### src/shared/led_ctrl_pkg.sv
// Constants shared by the LED matrix control logic
package led_ctrl_pkg;
  // Register offsets
  localparam logic [7:0] OFS_CHIP_CONFIGURATION     = 8'h00;
  localparam logic [7:0] OFS_SWITCH_PULLUP_SELECT   = 8'h0f;
  localparam logic [7:0] OFS_SOURCE_PULLDOWN_SELECT = 8'h10;
  localparam logic [7:0] OFS_INTERRUPT_ENABLE_MASK  = 8'hf0;
  localparam logic [7:0] OFS_INTERRUPT_FLAGS        = 8'hf1;
  // Reset values
  localparam logic [7:0] RST_CHIP_CONFIGURATION     = 8'h00;
  localparam logic [7:0] RST_SWITCH_PULLUP_SELECT   = 8'h00;
  localparam logic [7:0] RST_SOURCE_PULLDOWN_SELECT = 8'h00;
  localparam logic [7:0] RST_INTERRUPT_ENABLE_MASK  = 8'h00;
  localparam logic [7:0] RST_INTERRUPT_FLAGS        = 8'h00;
  // Configuration fields
  localparam int CFG_SOFT_SHUTDOWN_N = 0;
  localparam int CFG_BREATH_EN       = 1;
  localparam int CFG_DETECT_TRIGGER  = 2;
  localparam int CFG_SYNC_LO         = 6;
  // Event bits, shared by mask and flags; the auto-clear bit is in the mask only
  localparam int EV_OPEN   = 0;
  localparam int EV_SHORT  = 1;
  localparam int EV_ABM_LO = 2;
  localparam int EV_COUNT  = 5;
  localparam int MASK_IRQ_AUTO_CLEAR = 5;
  // Sync select encodings
  typedef enum logic [1:0] {
    SYNC_OFF    = 2'b00,
    SYNC_MASTER = 2'b01,
    SYNC_SLAVE  = 2'b10,
    SYNC_OFF2   = 2'b11
  } sync_sel_t;
  // Timing
  localparam longint CLK_HZ            = 125_000_000;
  localparam longint AUTO_CLEAR_MS     = 8;
  localparam longint AUTO_CLEAR_CYCLES = AUTO_CLEAR_MS * CLK_HZ / 1000;
  localparam longint SCAN_NS           = 136_000;
  localparam longint SCAN_CYCLES       = SCAN_NS * CLK_HZ / 1_000_000_000;
  // Link address, arbitrary neutral value
  localparam logic [6:0] DEV_ADDR = 7'h50;
endpackage

### src/shared/host_reg_if.sv
// Register access carrier between the serial link and the register file
interface host_reg_if;
  logic       wr_stb;
  logic       rd_stb;
  logic [7:0] addr;
  logic [7:0] wdata;
  logic [7:0] rdata;
  modport link (output wr_stb, output rd_stb, output addr, output wdata, input rdata);
  modport regs (input wr_stb, input rd_stb, input addr, input wdata, output rdata);
endinterface

### src/core/led_ctrl.sv
// LED matrix driver control: interrupt, sync, shutdown and de-ghost logic
// Functional notes
// - Mask register picks which of open, short and three breath-done events raise interrupt.
// - Enabled open event pulls interrupt low and sets open flag together.
// - Completed read of the flags register releases the interrupt pin high.
// - With auto-clear set, interrupt releases itself after staying low about 8 ms.
// - All flags return to zero when a flags read or auto-clear sends the interrupt pin high, but not when a mask write does.
// - Sync select 01: master, drive own sync clock on the sync pin.
// - Sync select 10: slave, scan timing locks to the incoming sync clock.
// - Sync select 00 or 11: sync pin undriven, synchronisation off.
// - Sync select resets to 00, so sync pin starts undriven.
// - Soft shutdown bit at 0 switches all current sources off, blanking the matrix.
// - Registers stay readable and writable during soft shutdown.
// - Register contents are kept unchanged in either shutdown mode.
// - Shutdown pin low puts the device in hardware shutdown, analog off.
// - Shutdown pin high ends hardware shutdown and resumes normal operation.
// - Function registers remain accessible during hardware shutdown.
// - De-ghost pull resistors are enabled only while their output is off.
// - Switch pull-up value from register 0Fh, source pull-down from register 10h.
module led_ctrl
  import led_ctrl_pkg::*;
#(
  parameter int AUTO_CLEAR_COUNT = int'(AUTO_CLEAR_CYCLES),
  parameter int SCAN_COUNT       = int'(SCAN_CYCLES),
  parameter int CS_LINES         = 4,
  parameter int SW_LINES         = 3
)
(
  input  wire logic                ref_clk,
  input  wire logic                srst,
  input  wire logic                scl_i,
  input  wire logic                sda_i,
  output logic                     sda_o,
  output logic                     sda_oe,
  input  wire logic                hw_shutdown_n,
  input  wire logic                sync_i,
  output logic                     sync_o,
  output logic                     sync_oe,
  input  wire logic                open_event,
  input  wire logic                short_event,
  input  wire logic [2:0]          breath_done,
  input  wire logic [CS_LINES-1:0] cs_on,
  input  wire logic [SW_LINES-1:0] sw_on,
  output logic                     irq_out_n,
  output logic                     scan_tick,
  output logic                     source_enable,
  output logic                     analog_enable,
  output logic                     breath_enable,
  output logic                     detect_start,
  output logic [CS_LINES-1:0]      cs_pulldown_en,
  output logic [SW_LINES-1:0]      sw_pullup_en,
  output logic [7:0]               sw_pullup_sel,
  output logic [7:0]               cs_pulldown_sel
);
  localparam int ACW = $clog2(AUTO_CLEAR_COUNT + 1);
  localparam int SCW = $clog2(SCAN_COUNT + 1);

  if (AUTO_CLEAR_COUNT < 1)
  begin : g_chk_ac
    $error("AUTO_CLEAR_COUNT must be at least 1");
  end
  if (SCAN_COUNT < 2)
  begin : g_chk_scan
    $error("SCAN_COUNT must be at least 2");
  end

  host_reg_if bus ();

  serial_slave u_link (
    .ref_clk (ref_clk),
    .srst    (srst),
    .scl_i   (scl_i),
    .sda_i   (sda_i),
    .sda_o   (sda_o),
    .sda_oe  (sda_oe),
    .bus     (bus.link)
  );

  logic [7:0]          chip_configuration;
  logic [7:0]          switch_pullup_select;
  logic [7:0]          source_pulldown_select;
  logic [7:0]          interrupt_enable_mask;
  logic [7:0]          interrupt_flags;
  logic [7:0]          next_flags;
  logic [ACW-1:0]      ac_cnt;
  logic                ac_expire;
  logic [2:0]          sd_s;
  logic                sd_f;
  logic [2:0]          sy_s;
  logic                sy_f;
  logic                sy_q;
  logic [SCW-1:0]      scan_cnt;
  logic                trig_q;
  logic [EV_COUNT-1:0] events;
  sync_sel_t           sync_sel;

  function automatic logic hit(input logic [7:0] ofs);
    hit = bus.wr_stb && (bus.addr == ofs);
  endfunction

  assign sync_sel = sync_sel_t'(chip_configuration[CFG_SYNC_LO +: 2]);
  assign events = {breath_done, short_event, open_event};

  // Read mux; unmapped offsets read zero
  always_comb
  begin
    case (bus.addr)
      OFS_CHIP_CONFIGURATION:     bus.rdata = chip_configuration;
      OFS_SWITCH_PULLUP_SELECT:   bus.rdata = switch_pullup_select;
      OFS_SOURCE_PULLDOWN_SELECT: bus.rdata = source_pulldown_select;
      OFS_INTERRUPT_ENABLE_MASK:  bus.rdata = interrupt_enable_mask;
      OFS_INTERRUPT_FLAGS:        bus.rdata = interrupt_flags;
      default:                    bus.rdata = 8'h00;
    endcase
  end

  // Writes are never gated by either shutdown, and shutdown never touches contents
  always_ff @(posedge ref_clk)
  begin
    if (srst)
    begin
      chip_configuration <= RST_CHIP_CONFIGURATION;
      switch_pullup_select <= RST_SWITCH_PULLUP_SELECT;
      source_pulldown_select <= RST_SOURCE_PULLDOWN_SELECT;
      interrupt_enable_mask <= RST_INTERRUPT_ENABLE_MASK;
    end
    else
    begin
      if (hit(OFS_CHIP_CONFIGURATION))
        chip_configuration <= bus.wdata;
      if (hit(OFS_SWITCH_PULLUP_SELECT))
        switch_pullup_select <= bus.wdata;
      if (hit(OFS_SOURCE_PULLDOWN_SELECT))
        source_pulldown_select <= bus.wdata;
      if (hit(OFS_INTERRUPT_ENABLE_MASK))
        interrupt_enable_mask <= bus.wdata;
    end
  end

  // Clearing on read or auto release; a same-cycle event survives the clear
  always_comb
  begin
    next_flags = interrupt_flags;
    if ((bus.rd_stb && bus.addr == OFS_INTERRUPT_FLAGS) || ac_expire)
      next_flags = 8'h00;
    next_flags[EV_COUNT-1:0] = next_flags[EV_COUNT-1:0]
                             | (events & interrupt_enable_mask[EV_COUNT-1:0]);
  end

  always_ff @(posedge ref_clk)
  begin
    if (srst)
    begin
      interrupt_flags <= RST_INTERRUPT_FLAGS;
      irq_out_n <= 1'b1;
    end
    else
    begin
      interrupt_flags <= next_flags;
      irq_out_n <= ~|(next_flags[EV_COUNT-1:0] & interrupt_enable_mask[EV_COUNT-1:0]);
    end
  end

  // Auto-release timer runs only while the pin is low
  assign ac_expire = interrupt_enable_mask[MASK_IRQ_AUTO_CLEAR] && !irq_out_n
                     && (ac_cnt == ACW'(AUTO_CLEAR_COUNT - 1));

  always_ff @(posedge ref_clk)
  begin
    if (srst)
      ac_cnt <= '0;
    else if (irq_out_n || !interrupt_enable_mask[MASK_IRQ_AUTO_CLEAR] || ac_expire)
      ac_cnt <= '0;
    else
      ac_cnt <= ac_cnt + 1'b1;
  end

  // Shutdown pin through three stages; a level counts once stages two and three agree
  always_ff @(posedge ref_clk)
  begin
    sd_s <= {sd_s[1:0], hw_shutdown_n};
    if (srst)
      sd_f <= 1'b0;
    else if (sd_s[2] == sd_s[1])
      sd_f <= sd_s[2];
  end

  always_ff @(posedge ref_clk)
  begin
    if (srst)
    begin
      analog_enable <= 1'b0;
      source_enable <= 1'b0;
      breath_enable <= 1'b0;
    end
    else
    begin
      analog_enable <= sd_f;
      source_enable <= sd_f && chip_configuration[CFG_SOFT_SHUTDOWN_N];
      breath_enable <= sd_f && chip_configuration[CFG_BREATH_EN];
    end
  end

  // Detection runs once per rising edge of the trigger bit
  always_ff @(posedge ref_clk)
  begin
    if (srst)
    begin
      trig_q <= 1'b0;
      detect_start <= 1'b0;
    end
    else
    begin
      trig_q <= chip_configuration[CFG_DETECT_TRIGGER];
      detect_start <= chip_configuration[CFG_DETECT_TRIGGER] && !trig_q;
    end
  end

  // Sync input through three stages, then edge detection on the settled level
  always_ff @(posedge ref_clk)
  begin
    sy_s <= {sy_s[1:0], sync_i};
    if (srst)
    begin
      sy_f <= 1'b0;
      sy_q <= 1'b0;
    end
    else
    begin
      if (sy_s[2] == sy_s[1])
        sy_f <= sy_s[2];
      sy_q <= sy_f;
    end
  end

  // Scan timebase: free running, or restarted by each incoming sync rising edge
  always_ff @(posedge ref_clk)
  begin
    if (srst)
    begin
      scan_cnt <= '0;
      scan_tick <= 1'b0;
    end
    else if (sync_sel == SYNC_SLAVE)
    begin
      scan_tick <= sy_f && !sy_q;
      if (sy_f && !sy_q)
        scan_cnt <= '0;
      else if (scan_cnt != SCW'(SCAN_COUNT - 1))
        scan_cnt <= scan_cnt + 1'b1;
    end
    else
    begin
      scan_tick <= (scan_cnt == SCW'(SCAN_COUNT - 1));
      if (scan_cnt == SCW'(SCAN_COUNT - 1))
        scan_cnt <= '0;
      else
        scan_cnt <= scan_cnt + 1'b1;
    end
  end

  // Sync pin: driven only as master, high for the first half of each scan
  always_ff @(posedge ref_clk)
  begin
    if (srst)
    begin
      sync_oe <= 1'b0;
      sync_o <= 1'b0;
    end
    else
    begin
      sync_oe <= (sync_sel == SYNC_MASTER);
      sync_o <= (sync_sel == SYNC_MASTER) && (scan_cnt < SCW'(SCAN_COUNT / 2));
    end
  end

  // De-ghost resistors follow each line's off state; no loss through them while on
  always_ff @(posedge ref_clk)
  begin
    if (srst)
    begin
      cs_pulldown_en <= '0;
      sw_pullup_en <= '0;
      sw_pullup_sel <= RST_SWITCH_PULLUP_SELECT;
      cs_pulldown_sel <= RST_SOURCE_PULLDOWN_SELECT;
    end
    else
    begin
      cs_pulldown_en <= ~cs_on;
      sw_pullup_en <= ~sw_on;
      sw_pullup_sel <= switch_pullup_select;
      cs_pulldown_sel <= source_pulldown_select;
    end
  end
endmodule

### src/core/serial_slave.sv
// Two-wire serial slave: pointer write, burst write and burst read
module serial_slave
  import led_ctrl_pkg::*;
(
  input  wire logic ref_clk,
  input  wire logic srst,
  input  wire logic scl_i,
  input  wire logic sda_i,
  output logic      sda_o,
  output logic      sda_oe,
  host_reg_if.link  bus
);
  typedef enum logic [2:0] {
    ST_IDLE  = 3'b000,
    ST_ADDR  = 3'b001,
    ST_AACK  = 3'b011,
    ST_WBYTE = 3'b010,
    ST_WACK  = 3'b110,
    ST_RBYTE = 3'b111,
    ST_RACK  = 3'b101
  } st_t;

  logic [2:0] scl_s;
  logic [2:0] sda_s;
  logic       scl_f;
  logic       sda_f;
  logic       scl_q;
  logic       sda_q;
  st_t        st;
  logic [3:0] cnt;
  logic [7:0] shift;
  logic [7:0] tx;
  logic       rw;
  logic       first;
  logic       nack;
  logic [7:0] ptr;

  // Pins pass three stages; a level counts once stages two and three agree
  always_ff @(posedge ref_clk)
  begin
    scl_s <= {scl_s[1:0], scl_i};
    sda_s <= {sda_s[1:0], sda_i};
    if (srst)
    begin
      scl_f <= 1'b1;
      sda_f <= 1'b1;
      scl_q <= 1'b1;
      sda_q <= 1'b1;
    end
    else
    begin
      if (scl_s[2] == scl_s[1])
        scl_f <= scl_s[2];
      if (sda_s[2] == sda_s[1])
        sda_f <= sda_s[2];
      scl_q <= scl_f;
      sda_q <= sda_f;
    end
  end

  wire rise  = scl_f & ~scl_q;
  wire fall  = ~scl_f & scl_q;
  wire start = scl_f & scl_q & sda_q & ~sda_f;
  wire stop  = scl_f & scl_q & ~sda_q & sda_f;

  assign bus.addr = ptr;
  assign bus.wdata = shift;

  always_ff @(posedge ref_clk)
  begin
    if (srst)
    begin
      st <= ST_IDLE;
      cnt <= 4'h0;
      shift <= 8'h00;
      tx <= 8'h00;
      rw <= 1'b0;
      first <= 1'b0;
      nack <= 1'b0;
      ptr <= 8'h00;
      sda_o <= 1'b0;
      sda_oe <= 1'b0;
      bus.wr_stb <= 1'b0;
      bus.rd_stb <= 1'b0;
    end
    else
    begin
      bus.wr_stb <= 1'b0;
      bus.rd_stb <= 1'b0;
      // Pointer advances after the strobe cycle so the register file sees a stable address
      if (bus.wr_stb | bus.rd_stb)
        ptr <= ptr + 8'h01;
      if (start)
      begin
        st <= ST_ADDR;
        cnt <= 4'h0;
        sda_oe <= 1'b0;
      end
      else if (stop)
      begin
        st <= ST_IDLE;
        sda_oe <= 1'b0;
      end
      else if (rise)
      begin
        shift <= {shift[6:0], sda_f};
        cnt <= cnt + 4'h1;
        if (st == ST_RACK)
          nack <= sda_f;
      end
      else if (fall)
      begin
        case (st)
          ST_ADDR:
            if (cnt == 4'h8)
            begin
              if (shift[7:1] == DEV_ADDR)
              begin
                sda_oe <= 1'b1;
                rw <= shift[0];
                st <= ST_AACK;
              end
              else
                st <= ST_IDLE;
            end
          ST_AACK:
          begin
            cnt <= 4'h0;
            first <= 1'b1;
            if (rw)
            begin
              tx <= bus.rdata;
              sda_oe <= ~bus.rdata[7];
              st <= ST_RBYTE;
            end
            else
            begin
              sda_oe <= 1'b0;
              st <= ST_WBYTE;
            end
          end
          ST_WBYTE:
            if (cnt == 4'h8)
            begin
              sda_oe <= 1'b1;
              st <= ST_WACK;
              first <= 1'b0;
              if (first)
                ptr <= shift;
              else
                bus.wr_stb <= 1'b1;
            end
          ST_WACK:
          begin
            sda_oe <= 1'b0;
            cnt <= 4'h0;
            st <= ST_WBYTE;
          end
          ST_RBYTE:
            if (cnt == 4'h8)
            begin
              // Byte fully shifted out: this is a completed read
              sda_oe <= 1'b0;
              bus.rd_stb <= 1'b1;
              st <= ST_RACK;
            end
            else
              sda_oe <= ~tx[3'(4'h7 - cnt)];
          ST_RACK:
            if (nack)
              st <= ST_IDLE;
            else
            begin
              tx <= bus.rdata;
              sda_oe <= ~bus.rdata[7];
              cnt <= 4'h0;
              st <= ST_RBYTE;
            end
          default:
            st <= ST_IDLE;
        endcase
      end
    end
  end
endmodule

### config.mk
export PLATFORM = sky130hd
export DESIGN_NAME = led_ctrl
export DESIGN_NICKNAME = d
export VERILOG_FILES = /design/src/shared/led_ctrl_pkg.sv /design/src/shared/host_reg_if.sv /design/src/core/led_ctrl.sv /design/src/core/serial_slave.sv
export SDC_FILE = /design/constraint.sdc
export NUM_CORES = 1
export LEC_CHECK = 0
export CORE_MARGIN = 5
export CORE_UTILIZATION = 50
export DETAILED_ROUTE_END_ITERATION = 10
export DONT_BUFFER_PORTS = 1
export PLACE_DENSITY = 0.64
export SETUP_SLACK_MARGIN = 0.05
export SYNTH_ARGS = -nofsm -noshare
export SYNTH_HDL_FRONTEND = slang
export SYNTH_HIERARCHICAL = 1
export SYNTH_SLANG_ARGS = --single-unit
### constraint.sdc
create_clock -name ref_clk -period 3.4 [get_ports ref_clk]
set_input_delay 0.17 -clock ref_clk [delete_from_list [all_inputs] [get_ports ref_clk]]
set_output_delay 0.17 -clock ref_clk [all_outputs]
set_load 0.005 [all_outputs]
==> results.cfg <==
[run_status]
status = completed

[floorplan]
design.die.area_sq_um = 15980
start_util = 0.5117
ioPinCount = 51
die_x_microns = 126.4
design.core.area_sq_um = 13240
fp-row-count = 42
die_h_microns = 126.4

[clock_tree]
postCtsResizedCells = 0
insertion_delay_ns = 0.42
clk_root_buffer_cell = clkbuf_16
numCtsBuffers = 17
cts_tree = built
cts.path.max_buffers = 2
htreeDepth = 4
clkSinkCount = 160
clkTransAtPathRegs_ns = 0.06

[worst_setup_path]
r2r_slack_ns = 0.81
worstPathArrival_ns = 2.88
r2r_cells = 9
rr_startpoint = u_link/bus.addr[0]
path_max_fanout = 11
reg2reg_to = u_link/sda_oe
startpoint = u_link/bus.addr[0]
start_kind = register
crit_type = register to register
endpoint = u_link/sda_oe
slowest_delay_ns = 0.66
critPathCaptureType = register
cp.required_ns = 3.70
crit_chain = nor4_2 > and3_1 > a222oi_1 > nand2_1 > nor2b_1 > o21ai_0 > a22oi_1 > nor3_1 > a21oi_1
slowest_stage = nor4_2

[global_route]
grt_use_met3 = 0.05212
grt_start_max_net_pins = 102
gr-total-overflow = 0
gr-usage-all-layers = 0.1849
grt_pass1_vias = 4925
top_usage_layer = met2
grt_pass1_wl_mm = 24.07
antenna_found_initial = 0
use_met2 = 0.3144
grtUsageMet1 = 0.2213

[yosys]
netlist_top_cells_area = dfxtp_1 (47%), nor2_1 (5.1%), mux2i_1 (4.1%), a21oi_1 (3.5%), xnor2_1 (3.0%)
ys_ff_latch = 160
synth_nets = 758
async_reset_ff_frac = 0
synthCells = 732
synth_most_common_cell = dfxtp_1
ys_types = 68
avgSynthCellArea_sq_um = 9.258
yosys.area.top_type = dfxtp_1
synth_top_area_share = 0.4727
yosysWarnings = 6
synth_seq_area_share = 0.4727
synth_ff_type = dfxtp_1
synth_common_cells = dfxtp_1 (160), nor2_1 (92), nand2_1 (53)
netlist_area_sq_um = 6776
synth-edff-count = 0

[timing]
min_period_ns = 2.585
tns_ns = 0
relSlewSlack = 0.4560
slew_violations = 0
skew_ns = 0.005747
rsz0062_at_grt = no
period_share = 0.7604
fmax_mhz = 386.8
setup_viol = 0
hold_viol_final = 0
layout_setup_ws_ns = 0.8148
worstMarginPinSlew_ns = 0.8160

[place]
place_congestion = 0.8450
dpl.hpwl_mm = 9.674
pre_cts_slack_ns = 0.8509
port_buffers = 0

[route]
drt-total-wl_mm = 14.70
detail_route.wl_per_cell_microns = 15.79
route.detailed.drc = 0
drt-pass1-iter-count = 5
drt-initial-drc-count = 419
vias_per_cell = 5.584
detail-route-antenna-nets = 0
num_vias = 5199

[cells_and_area]
drive_gt1_frac = 0.08874
fin_nets = 768
n_antenna_cell = 0
synthToLayoutAreaGrowth_pct = 13.28

[power_and_ir_drop]
p_leak_nw = 2.705
ir_worst_vdd_mv = 0.3499
p_per_area_nw_per_um2 = 514.3

[worst_hold_path]
hold_class = input port to register

[run]
cap_violations = 0
## area by class of cell
cell class                      instances  area (sq um)
Multi-Input combinational cell        514          3296
Tap cell                              176         220.2
Timing Repair Buffer                   28         287.8
Sequential cell                       160          3203
Inverter                               21         78.83
Clock buffer                           22         454.2
Fill cell                            1160          5567
Clock inverter                         10         136.4
## placed cells by master, fill, tap and decap left out, types with 17 or more instances in the layout
| master | count |
|---|---|
| dfxtp_1 | 160 |
| nor2_1 | 92 |
| nand2_1 | 53 |
| a21oi_1 | 47 |
| nand3_1 | 36 |
| mux2i_1 | 28 |
| o21ai_0 | 23 |
| xnor2_1 | 23 |
| dlygate4sd3_1 | 23 |
| nor3_1 | 21 |
| nor2b_1 | 21 |
| inv_1 | 21 |
| clkbuf_16 | 17 |
## critical path: cells and delay by family, from the launching register on
family,cells,cell delay (ns)
AO/OA/AOI/OAI,4,0.47
flip-flops,1,0.44
AND/OR/NAND/NOR,5,1.53
## metrics by stage
step,area [sq um],hold WS [ns],instances,utilization,power [mW]
2_1_floorplan,6777,0.1977,732,-,2.052
3_5_place_dp,6828,0.1978,875,0.5156,2.045
6_report,7676,0.02401,931,0.5796,3.948
4_1_cts,7676,0.002516,931,0.5796,3.990
3_3_place_gp,6828,0.1978,875,0.5156,2.041
5_1_grt,7676,0.02101,931,0.5796,4.082
## where the power goes
group / total, mW / internal [mW] / switching [mW]
combinational: 0.120 / 0.0565 / 0.0632
clock: 1.90 / 1.17 / 0.728
sequential: 1.93 / 1.90 / 0.0305
## metal layers
metal | share of wire | vias to the layer above
met1 | 0.43 | 2436
li1 | - | 2606
met4 | 0.019 | 0
met5 | 0 | -
met2 | 0.50 | 130
met3 | 0.053 | 27
## registers in the layout (all words and copies together) (netlist names), 4 cells and up
register	cells
cs_pulldown_en	4
interrupt_enable_mask	8
ac_cnt	20
scan_cnt	15
u_link/bus.wdata	8
cs_pulldown_sel	8
chip_configuration	8
sw_pullup_sel	8
source_pulldown_select	8
interrupt_flags	5
u_link/bus.addr	8
switch_pullup_select	8
u_link/tx	8
u_link/cnt	4
## cells by family after synthesis
family / Yosys count / share of synthesized area
xor+xnor: 31 / 0.04284
mux: 37 / 0.05964
other cells: 1 / 0.0005534
simple gates: 305 / 0.2362
buf+inv: 58 / 0.04099
compound gates: 132 / 0.1324
fa+ha+maj: 8 / 0.01477
flops: 160 / 0.4727
## worst min-delay path by stage
stage                             start              end  slack, ns  depth (start not counted)
after global placement            sda_i  u_link/sda_s[0]       0.20                          0
after floorplan           hw_shutdown_n          sd_s[0]       0.20                          0
after CTS                          srst    u_link/cnt[2]      0.003                          2
after detailed placement          sda_i  u_link/sda_s[0]       0.20                          0
final                              srst    u_link/cnt[2]       0.02                          2
after global routing               srst    u_link/cnt[2]       0.02                          2
## what timing repair did
| item | in CTS | in global routing |
|---|---|---|
| buffers inserted | 0 | 0 |
| hold buffers | 24 | 0 |
| hold endpoints to repair | 112 | 0 |
| endpoints found under the setup margin | 0 | 0 |
Power figures use the tool's default switching activity.
